===== src/logic/pwm_pkg.sv =====
// Shared register map, field layout, reset values and timing for the PWM.
package pwm_pkg;
  // Printed offsets are not all multiples of four, so they are indices.
  localparam logic [7:0] IDX_TIMEBASE_COUNTER = 8'h11;
  localparam logic [7:0] IDX_TIMEBASE_CONTROL = 8'h12;
  localparam logic [7:0] IDX_DUTY_PENDING_HIGH = 8'h15;
  localparam logic [7:0] IDX_DUTY_ACTIVE_HIGH = 8'h16;
  localparam logic [7:0] IDX_UNIT_CONTROL = 8'h17;
  localparam logic [7:0] IDX_PERIOD_LIMIT = 8'h92;
  localparam logic [7:0] IDX_PORT_C_DIRECTION = 8'h87;
  localparam int ADDR_W = 10;

  localparam logic [7:0] RST_TIMEBASE_COUNTER = 8'h00;
  localparam logic [6:0] RST_TIMEBASE_CONTROL = 7'h00;
  localparam logic [5:0] RST_UNIT_CONTROL = 6'h00;
  localparam logic [7:0] RST_PERIOD_LIMIT = 8'hFF;
  localparam logic [7:0] RST_PORT_C_DIRECTION = 8'hFF;
  localparam logic [7:0] RST_DUTY = 8'h00;

  // Timebase control fields.
  localparam int TB_PRESCALE_LSB = 0;
  localparam int TB_RUN_BIT = 2;
  localparam int TB_POSTSCALE_LSB = 3;
  // Unit control fields, and the pin's bit in the direction register.
  localparam int UC_MODE_LSB = 0;
  localparam int UC_DUTY_LOW_LSB = 4;
  localparam logic [1:0] MODE_PWM_UPPER = 2'b11;
  localparam int PIN_DIR_BIT = 2;

  // Quarter-cycle phases per instruction cycle.
  localparam int OSC_PER_INSTR = 4;
  localparam logic [1:0] AXI_OKAY = 2'b00;
  localparam logic [1:0] AXI_SLVERR = 2'b10;
endpackage


===== src/logic/prescale_if.sv =====
// Carrier between the timebase core and its prescaler.
`timescale 1ns/1ps
interface prescale_if;
  logic run;
  logic [1:0] select;
  logic tick;
  logic [1:0] low_bits;
  modport ctrl (output run, output select, input tick, input low_bits);
  modport div (input run, input select, output tick, output low_bits);
endinterface


===== src/logic/timebase_prescaler.sv =====
// Quarter-cycle phase plus 1/4/16 prescaler producing the count enable.
`timescale 1ns/1ps
module timebase_prescaler (
  input wire logic aclk,
  input wire logic aresetn,
  prescale_if.div ps
);
  logic [1:0] phase_q, phase_d;
  logic [3:0] pre_q, pre_d;
  logic last_pre;

  always_comb begin
    // Each clock stands for one oscillator period.
    phase_d = phase_q + 2'h1;
    pre_d = pre_q;
    if (!ps.run) begin
      phase_d = 2'h0;
      pre_d = 4'h0;
    end else if (phase_q == 2'h3) begin
      pre_d = last_pre ? 4'h0 : pre_q + 4'h1;
    end
  end

  always_comb begin
    case (ps.select)
      2'b00: last_pre = 1'b1;
      2'b01: last_pre = (pre_q == 4'h3);
      default: last_pre = (pre_q == 4'hF);
    endcase
  end

  // Counter steps once per instruction cycle after the prescale.
  assign ps.tick = ps.run && phase_q == 2'h3 && last_pre;
  // Two extra resolution bits: phase at ratio 1, prescaler bits otherwise.
  always_comb begin
    case (ps.select)
      2'b00: ps.low_bits = phase_q;
      2'b01: ps.low_bits = pre_q[1:0];
      default: ps.low_bits = pre_q[3:2];
    endcase
  end

  always_ff @(posedge aclk) begin
    if (!aresetn) begin
      phase_q <= 2'h0;
      pre_q <= 4'h0;
    end else begin
      phase_q <= phase_d;
      pre_q <= pre_d;
    end
  end
endmodule


===== src/logic/pwm_timebase.sv =====
// PWM with 8-bit timebase, double-buffered duty and AXI4-Lite registers.
//
// Function
// Period is (limit+1)*4*oscillator*prescale.
// Count equal to limit restarts at zero.
// Restart sets pin unless duty is zero.
// Restart loads pending duty into active shadow.
// Postscaler never alters the PWM period.
// Duty is ten bits: high byte, control 5:4.
// Duty writes take effect at next restart.
// Active shadow read-only in PWM mode.
// Shadow plus 2-bit latch double buffers duty.
// Pin clears when duty matches extended count.
// Duty beyond period keeps pin high.
// Resolution is log2(fosc/fpwm), max ten bits.
// Prescale ratios 1, 4 and 16.
// Software configures period, duty, direction, timer, mode.
// Zeroing unit control forces output latch low.
// Upper two mode bits set select PWM.
// Count advances per instruction cycle over prescale.
// High time is duty*oscillator*prescale.
//
// The AXI4-Lite interface to the registers was chosen for this implementation.
`timescale 1ns/1ps
module pwm_timebase (
  input wire logic aclk,
  input wire logic aresetn,
  input wire logic [31:0] s_axi_awaddr,
  input wire logic [2:0] s_axi_awprot,
  input wire logic s_axi_awvalid,
  output logic s_axi_awready,
  input wire logic [31:0] s_axi_wdata,
  input wire logic [3:0] s_axi_wstrb,
  input wire logic s_axi_wvalid,
  output logic s_axi_wready,
  output logic [1:0] s_axi_bresp,
  output logic s_axi_bvalid,
  input wire logic s_axi_bready,
  input wire logic [31:0] s_axi_araddr,
  input wire logic [2:0] s_axi_arprot,
  input wire logic s_axi_arvalid,
  output logic s_axi_arready,
  output logic [31:0] s_axi_rdata,
  output logic [1:0] s_axi_rresp,
  output logic s_axi_rvalid,
  input wire logic s_axi_rready,
  output logic pwm_output_pin,
  output logic pwm_output_oe
);
  prescale_if ps ();
  timebase_prescaler u_pre (
    .aclk(aclk),
    .aresetn(aresetn),
    .ps(ps)
  );

  logic [7:0] timebase_count_q, timebase_count_d;
  logic [6:0] tb_ctrl_q, tb_ctrl_d;
  logic [7:0] duty_write_low_q, duty_write_low_d;
  logic [7:0] duty_active_shadow_q, duty_active_shadow_d;
  logic [1:0] duty_latch_q, duty_latch_d;
  logic [5:0] unit_ctrl_q, unit_ctrl_d;
  logic [7:0] period_q, period_d;
  logic [7:0] port_c_direction_q, port_c_direction_d;
  logic pin_q, pin_d;
  logic oe_q, oe_d;

  logic aw_held_q, aw_held_d, w_held_q, w_held_d;
  logic [31:0] awaddr_q, awaddr_d, wdata_q, wdata_d;
  logic wstrb0_q, wstrb0_d;
  logic bvalid_q, bvalid_d;
  logic [1:0] bresp_q, bresp_d;
  logic rvalid_q, rvalid_d;
  logic [31:0] rdata_q, rdata_d;
  logic [1:0] rresp_q, rresp_d;

  logic pwm_mode, restart, do_write, wr_ok, rd_ok;
  logic [9:0] duty_active, count_ext;
  logic [7:0] wr_idx, rd_idx, wbyte;
  localparam int ADDR_W_L = pwm_pkg::ADDR_W;
  // Marks the clock right after a restart, when the new duty is in place.
  logic restart_q, restart_d;

  assign pwm_mode = unit_ctrl_q[pwm_pkg::UC_MODE_LSB+3 -: 2]
    == pwm_pkg::MODE_PWM_UPPER;
  assign ps.run = tb_ctrl_q[pwm_pkg::TB_RUN_BIT];
  assign ps.select = tb_ctrl_q[pwm_pkg::TB_PRESCALE_LSB +: 2];
  // The postscale bits are stored only; they feed nothing here.
  assign restart = ps.tick && timebase_count_q == period_q;
  assign duty_active = {duty_active_shadow_q, duty_latch_q};
  // Ten compare bits bound the duty resolution.
  assign count_ext = {timebase_count_q, ps.low_bits};

  assign do_write = aw_held_q && w_held_q && !bvalid_q;
  assign wr_idx = awaddr_q[ADDR_W_L-1:2];
  assign rd_idx = s_axi_araddr[ADDR_W_L-1:2];
  assign wbyte = wdata_q[7:0];
  assign wr_ok = wr_idx == pwm_pkg::IDX_TIMEBASE_COUNTER
    || wr_idx == pwm_pkg::IDX_TIMEBASE_CONTROL
    || wr_idx == pwm_pkg::IDX_DUTY_PENDING_HIGH
    || wr_idx == pwm_pkg::IDX_DUTY_ACTIVE_HIGH
    || wr_idx == pwm_pkg::IDX_UNIT_CONTROL
    || wr_idx == pwm_pkg::IDX_PERIOD_LIMIT
    || wr_idx == pwm_pkg::IDX_PORT_C_DIRECTION;

  // Write channel: address and data latch independently, in either order.
  always_comb begin
    aw_held_d = aw_held_q;
    w_held_d = w_held_q;
    awaddr_d = awaddr_q;
    wdata_d = wdata_q;
    wstrb0_d = wstrb0_q;
    bvalid_d = bvalid_q;
    bresp_d = bresp_q;
    if (s_axi_awvalid && s_axi_awready) begin
      aw_held_d = 1'b1;
      awaddr_d = s_axi_awaddr;
    end
    if (s_axi_wvalid && s_axi_wready) begin
      w_held_d = 1'b1;
      wdata_d = s_axi_wdata;
      wstrb0_d = s_axi_wstrb[0];
    end
    if (do_write) begin
      aw_held_d = 1'b0;
      w_held_d = 1'b0;
      bvalid_d = 1'b1;
      bresp_d = wr_ok && awaddr_q[31:10] == 22'h0 ? pwm_pkg::AXI_OKAY
        : pwm_pkg::AXI_SLVERR;
    end else if (bvalid_q && s_axi_bready) begin
      bvalid_d = 1'b0;
    end
  end

  // Register and PWM state; the timer's own update beats a software write.
  always_comb begin
    timebase_count_d = timebase_count_q;
    tb_ctrl_d = tb_ctrl_q;
    duty_write_low_d = duty_write_low_q;
    duty_active_shadow_d = duty_active_shadow_q;
    duty_latch_d = duty_latch_q;
    unit_ctrl_d = unit_ctrl_q;
    period_d = period_q;
    port_c_direction_d = port_c_direction_q;
    pin_d = pin_q;
    restart_d = pwm_mode && restart;
    if (do_write && wstrb0_q && awaddr_q[31:10] == 22'h0) begin
      case (wr_idx)
        pwm_pkg::IDX_TIMEBASE_COUNTER: timebase_count_d = wbyte;
        pwm_pkg::IDX_TIMEBASE_CONTROL: tb_ctrl_d = wbyte[6:0];
        pwm_pkg::IDX_DUTY_PENDING_HIGH: duty_write_low_d = wbyte;
        pwm_pkg::IDX_DUTY_ACTIVE_HIGH: begin
          if (!pwm_mode) begin
            duty_active_shadow_d = wbyte;
          end
        end
        pwm_pkg::IDX_UNIT_CONTROL: unit_ctrl_d = wbyte[5:0];
        pwm_pkg::IDX_PERIOD_LIMIT: period_d = wbyte;
        pwm_pkg::IDX_PORT_C_DIRECTION: port_c_direction_d = wbyte;
        default: ;
      endcase
    end
    if (ps.tick) begin
      timebase_count_d = restart ? 8'h00 : timebase_count_q + 8'h01;
    end
    if (pwm_mode && restart) begin
      // New period: load both halves of the duty buffer together.
      duty_active_shadow_d = duty_write_low_q;
      duty_latch_d = unit_ctrl_q[pwm_pkg::UC_DUTY_LOW_LSB +: 2];
    end
    // The set waits one clock for the freshly loaded duty. The clear is
    // registered as well, so both edges lag alike and the high time is
    // exactly the duty count.
    if (pwm_mode && restart_q) begin
      pin_d = duty_active != 10'h000;
    end else if (pwm_mode && duty_active == count_ext) begin
      // No match ever occurs when the duty exceeds the period.
      pin_d = 1'b0;
    end
    if (unit_ctrl_q == 6'h00) begin
      pin_d = 1'b0;
    end
  end

  // Read channel answers one cycle after the address is taken.
  always_comb begin
    rvalid_d = rvalid_q;
    rdata_d = rdata_q;
    rresp_d = rresp_q;
    rd_ok = s_axi_araddr[31:10] == 22'h0;
    if (s_axi_arvalid && s_axi_arready) begin
      rvalid_d = 1'b1;
      rresp_d = pwm_pkg::AXI_OKAY;
      case (rd_idx)
        pwm_pkg::IDX_TIMEBASE_COUNTER: rdata_d = {24'h0, timebase_count_q};
        pwm_pkg::IDX_TIMEBASE_CONTROL: rdata_d = {25'h0, tb_ctrl_q};
        pwm_pkg::IDX_DUTY_PENDING_HIGH: rdata_d = {24'h0, duty_write_low_q};
        pwm_pkg::IDX_DUTY_ACTIVE_HIGH:
          rdata_d = {24'h0, duty_active_shadow_q};
        pwm_pkg::IDX_UNIT_CONTROL: rdata_d = {26'h0, unit_ctrl_q};
        pwm_pkg::IDX_PERIOD_LIMIT: rdata_d = {24'h0, period_q};
        pwm_pkg::IDX_PORT_C_DIRECTION:
          rdata_d = {24'h0, port_c_direction_q};
        default: begin
          rdata_d = 32'h0;
          rresp_d = pwm_pkg::AXI_SLVERR;
        end
      endcase
      if (!rd_ok) begin
        rdata_d = 32'h0;
        rresp_d = pwm_pkg::AXI_SLVERR;
      end
    end else if (rvalid_q && s_axi_rready) begin
      rvalid_d = 1'b0;
    end
  end

  // Pin drives only while software has made it an output.
  assign oe_d = !port_c_direction_d[pwm_pkg::PIN_DIR_BIT];

  always_ff @(posedge aclk) begin
    if (!aresetn) begin
      timebase_count_q <= pwm_pkg::RST_TIMEBASE_COUNTER;
      tb_ctrl_q <= pwm_pkg::RST_TIMEBASE_CONTROL;
      duty_write_low_q <= pwm_pkg::RST_DUTY;
      duty_active_shadow_q <= pwm_pkg::RST_DUTY;
      duty_latch_q <= 2'h0;
      unit_ctrl_q <= pwm_pkg::RST_UNIT_CONTROL;
      period_q <= pwm_pkg::RST_PERIOD_LIMIT;
      port_c_direction_q <= pwm_pkg::RST_PORT_C_DIRECTION;
      pin_q <= 1'b0;
      oe_q <= 1'b0;
      restart_q <= 1'b0;
      aw_held_q <= 1'b0;
      w_held_q <= 1'b0;
      awaddr_q <= 32'h0;
      wdata_q <= 32'h0;
      wstrb0_q <= 1'b0;
      bvalid_q <= 1'b0;
      bresp_q <= 2'h0;
      rvalid_q <= 1'b0;
      rdata_q <= 32'h0;
      rresp_q <= 2'h0;
    end else begin
      timebase_count_q <= timebase_count_d;
      tb_ctrl_q <= tb_ctrl_d;
      duty_write_low_q <= duty_write_low_d;
      duty_active_shadow_q <= duty_active_shadow_d;
      duty_latch_q <= duty_latch_d;
      unit_ctrl_q <= unit_ctrl_d;
      period_q <= period_d;
      port_c_direction_q <= port_c_direction_d;
      pin_q <= pin_d;
      oe_q <= oe_d;
      restart_q <= restart_d;
      aw_held_q <= aw_held_d;
      w_held_q <= w_held_d;
      awaddr_q <= awaddr_d;
      wdata_q <= wdata_d;
      wstrb0_q <= wstrb0_d;
      bvalid_q <= bvalid_d;
      bresp_q <= bresp_d;
      rvalid_q <= rvalid_d;
      rdata_q <= rdata_d;
      rresp_q <= rresp_d;
    end
  end

  // Ready is a registered "nothing held" flag, so each channel holds one.
  always_ff @(posedge aclk) begin
    if (!aresetn) begin
      s_axi_awready <= 1'b0;
      s_axi_wready <= 1'b0;
      s_axi_arready <= 1'b0;
    end else begin
      // A request is only taken with ready high, so a valid raised while
      // ready is still low after reset is never taken twice.
      s_axi_awready <= !aw_held_d;
      s_axi_wready <= !w_held_d;
      s_axi_arready <= !rvalid_d;
    end
  end

  assign s_axi_bvalid = bvalid_q;
  assign s_axi_bresp = bresp_q;
  assign s_axi_rvalid = rvalid_q;
  assign s_axi_rdata = rdata_q;
  assign s_axi_rresp = rresp_q;
  assign pwm_output_pin = pin_q;
  assign pwm_output_oe = oe_q;
endmodule


===== config.mk =====
export PLATFORM = sky130hd
export DESIGN_NAME = pwm_timebase
export DESIGN_NICKNAME = d
export VERILOG_FILES = /design/src/logic/pwm_pkg.sv /design/src/logic/prescale_if.sv /design/src/logic/timebase_prescaler.sv /design/src/logic/pwm_timebase.sv
export SDC_FILE = /design/constraint.sdc
export NUM_CORES = 1
export LEC_CHECK = 0
export ABC_AREA = 1
export BUFFER_PORTS_ARGS = -buffer_cell sky130_fd_sc_hd__buf_2
export CAP_MARGIN = 15
export CORE_AREA = 2 2 106 108
export CTS_CLUSTER_SIZE = 20
export DETAILED_ROUTE_END_ITERATION = 12
export DIE_AREA = 0 0 108 110
export PLACE_DENSITY_LB_ADDON = 0.08
export SLEW_MARGIN = 30
export SYNTH_ARGS = -nofsm -noshare
export SYNTH_HDL_FRONTEND = slang
export SYNTH_SLANG_ARGS = --single-unit

===== constraint.sdc =====
create_clock -name aclk -period 2.2 [get_ports aclk]
set_input_delay 0.44 -clock aclk [delete_from_list [all_inputs] [get_ports aclk]]
set_output_delay 0.44 -clock aclk [all_outputs]
set_load 0.05 [all_outputs]

==> results.yml <==
floorplanning:
  core_um2: 10700
  initial_core_util_pct: 56.0
  num_rows: 38
  io_pins: 156
  die_w_um: 108
  fp.dieH_um: 110
  design.die.area_um2: 11900
logic_synthesis:
  ys_warn_count: 0
  synthMuxAreaShare_pct: 0
  avgSynthCellArea_um2: 6.83
  synth_most_common_cell: "nand2_1"
  ys_types: 39
  synth-async-reset-ratio_pct: 0
  synthAdderAreaFrac_pct: 0.626
  syn_area_um2: 5990
  yosys_register_bits: 120
  synth_area_leaders: "dfxtp_1 (40%), nand2_1 (12%), nor2_1 (8.3%)"
  synthTopCellsByCount: "nand2_1 (193), nor2_1 (133), dfxtp_1 (120)"
  synth_compound_area_share_pct: 16.8
  yosysTopAreaCell: "dfxtp_1"
  synth-simple-area-share_pct: 29.8
  postSynthCellCount: 878
  ys_seq_area_share_pct: 40.1
  yosysTopAreaCellShare_pct: 40.1
  synth_flop_cell: "dfxtp_1"
  synth_top_family_by_area: "simple AND/OR/NAND/NOR gates"
  synthXorXnorAreaFrac_pct: 1.46
  synth_edf_count: 0
timing:
  finalHoldViolations: 0
  worst_slew_pin_slew_ns: 0.676
  fin_skew_ns: 0.00851
  grt_setup_unrepaired: "no"
  setup_violations: 0
  min_period_over_period_pct: 88.7
  relSlewSlack_pct: 54.9
  maxSlewViolCount: 0
  tns_ns: 0
  fmax_ghz: 0.512
  period_needed_ns: 1.95
worst_setup_path:
  worstReg2RegEnd: "duty_latch_q[1]$_SDFFE_PN0P_"
  crit_chain: "inv_2 -> nand2_1 -> nand2_1 -> nor2_1 -> nand2_1 -> nor2_4 -> nand3_2 -> o21ai_0 -> a21oi_1"
  reg2regPathDepth: 9
  timing.rr.start: "timebase_count_q[5]$_SDFFE_PN0P_"
  cpMaxStageDelayCell: "dfxtp_1"
  crit_path_frequent_cell: "nand2_1"
  critical-path-top-delay-family: "simple AND/OR/NAND/NOR gates"
  crit_fanout: 20
  crit_cells: 9
  endpoint_kind: "flip-flop"
  worst-setup-path-type: "flip-flop to flip-flop"
  critPathLaunchType: "flip-flop"
  rrSetupSlack_ns: 0.25
  required_ns: 2.60
  startpoint: "timebase_count_q[5]$_SDFFE_PN0P_"
  cp.arrival_ns: 2.35
  worst_path_largest_cell_delay_ns: 0.43
  critPathCapture: "duty_latch_q[1]$_SDFFE_PN0P_"
  cp_num_buf_inv: 1
clocking:
  clkSinkCount: 120
  ctsHoldBuffers: 0
  cts_setup_buffers: 0
  cts_root_buf: "clkbuf_8"
  cts_resized: 0
  cts.path.max_buffers: 2
  clk_latency_ns: 0.52
  cts_max_level: 4
  cts_buffers: 17
  path_clk_slew_ns: 0.06
  tritoncts: "done"
power_and_ir_drop:
  power_density_nw_per_um2: 755
  combinationalPowerShare_pct: 9.4
  ir_drop_mv: 0.771
  switchingPower_w: 0.00134
  switching_share_pct: 25.2
  p_leak_nw: 3.20
  clockPowerShare_pct: 47.8
  p_int_w: 0.00398
  seqPwrFrac_pct: 42.8
global_route:
  track_usage_pct: 27.8
  grt_pass1_vias: 5422
  overflow: 0
  grt_first_pass_wirelength_um: 25600
  antenna_found_initial: 0
  grt_max_degree: 39
job:
  drv_cap: 0
place:
  placed_cell_area_um2: 6500
  port_buffers: 92
  globalplace.congestion: 0.912
  hpwl_um: 12000
drt:
  drc: 0
  drt_iter0_markers: 417
  wirelength_um: 15900
  wl_per_cell_um: 14.1
  vias_per_cell: 5.28
  via_count: 5947
  drtAntennaViolNets: 0
  dr.pass1.iters: 6
run_status:
  status: "finished, final reports clean"
final_layout:
  final_area_um2: 7040
  regArea_um2: 2400
  layout-drive-gt1-share_pct: 16.4
  multiInputGateArea_um2: 3020
  area_growth_pct: 17.5
  n_antenna_cell: 0
  n_fill_cell: 979
  num-nets-final: 1091
worst_hold_path:
  min-delay-path-class: "input pin to flip-flop"
==> registers in the layout (all words and copies together), names as in the netlist, 2 cells and up <==
register,count
awaddr_q,30
duty_active_shadow_q,8
duty_latch_q,2
duty_write_low_q,8
period_q,8
port_c_direction_q,8
s_axi_rdata,8
tb_ctrl_q,7
timebase_count_q,8
u_pre.phase_q,2
u_pre.pre_q,4
unit_ctrl_q,6
wdata_q,8
==> worst register-to-register path, stage by stage, from the launching register on <==
cell,delay [ns]
dfxtp_1,0.43
inv_2,0.10
nand2_1,0.07
nand2_1,0.06
nor2_1,0.09
nand2_1,0.13
nor2_4,0.17
nand3_2,0.37
o21ai_0,0.34
a21oi_1,0.07
==> layer usage <==
| metal | share of wire (%) | GRT usage, % | vias to the layer above |
|---|---|---|---|
| met5 | 0 | 0 | - |
| met4 | 1.6 | 8.61 | 0 |
| met3 | 6.3 | 6.53 | 26 |
| met2 | 50 | 50.0 | 226 |
| met1 | 42 | 33.1 | 2692 |
| li1 | - | - | 3003 |
==> kinds of logic (layout without fill, tap and decap cells) <==
family | after synthesis | in the layout
and+or+nand+nor | 414 | 414
AOI/OAI and AO/OA | 187 | 187
buffers and inverters | 143 | 226
DFF | 120 | 120
xor gates and xnor gates | 10 | 10
adders and majority gates | 3 | 3
other | 1 | 26
==> area by class of cell <==
class,count,share of cell area (%)
tap,140,2.49
timing repair buffer,106,8.03
inverter,90,4.80
sequential,120,34.1
clock buffer,22,6.72
clock inverter,8,1.03
multi-input combinational,640,42.8
==> cell usage in the layout, fill, tap and decap left out, types with 5 or more instances in the layout <==
cell and count:
nand2_1 193, nor2_4 5, inv_1 82, buf_4 14, nand3_1 35, dfxtp_1 120
xor2_1 6, clkbuf_8 5, o22ai_1 10, clkbuf_16 16, conb_1 26, nand4_1 15
a21oi_1 76, o211ai_1 16, nor2_1 133, buf_2 92, nor3_1 11, o21ai_0 79
inv_2 5
==> stage by stage <==
step | util, % | instances | setup WS, ns | hold WS [ns] | total power [W]
6_report | 65.8 | 1126 | 0.248 | 0.169 | 0.00532
3_3_place_gp | 60.7 | 1096 | 0.327 | 0.438 | 0.00281
4_1_cts | 65.8 | 1126 | 0.273 | 0.152 | 0.00535
3_5_place_dp | 60.7 | 1096 | 0.268 | 0.446 | 0.00282
2_1_floorplan | - | 903 | 0.465 | 0.417 | 0.00271
5_1_grt | 65.8 | 1126 | 0.102 | 0.153 | 0.00552
==> power by group through the flow <==
stage / logic [W] / clock network (W) / registers, W
after global routing: 0.000558 / 0.00268 / 0.00228
after global placement: 0.000486 / 0 / 0.00232
after floorplan: 0.000363 / 0 / 0.00234
final: 0.000500 / 0.00254 / 0.00228
after detailed placement: 0.000498 / 0 / 0.00232
after CTS: 0.000501 / 0.00257 / 0.00228
==> worst min path at each step <==
stage	from	to	slack [ns]	cells past startpoint
3_3_place_gp	u_pre.phase_q[0]$_SDFF_PN0_	u_pre.phase_q[0]$_SDFF_PN0_	0.44	1
3_5_place_dp	u_pre.phase_q[0]$_SDFF_PN0_	u_pre.phase_q[0]$_SDFF_PN0_	0.45	1
5_1_grt	s_axi_awaddr[11]	awaddr_q[11]$_SDFFE_PN0P_	0.15	3
6_report	s_axi_awaddr[11]	awaddr_q[11]$_SDFFE_PN0P_	0.17	3
2_1_floorplan	u_pre.phase_q[0]$_SDFF_PN0_	u_pre.phase_q[0]$_SDFF_PN0_	0.42	1
4_1_cts	s_axi_awaddr[18]	awaddr_q[18]$_SDFFE_PN0P_	0.15	3
Note: power is estimated with default switching activity, not from simulation.
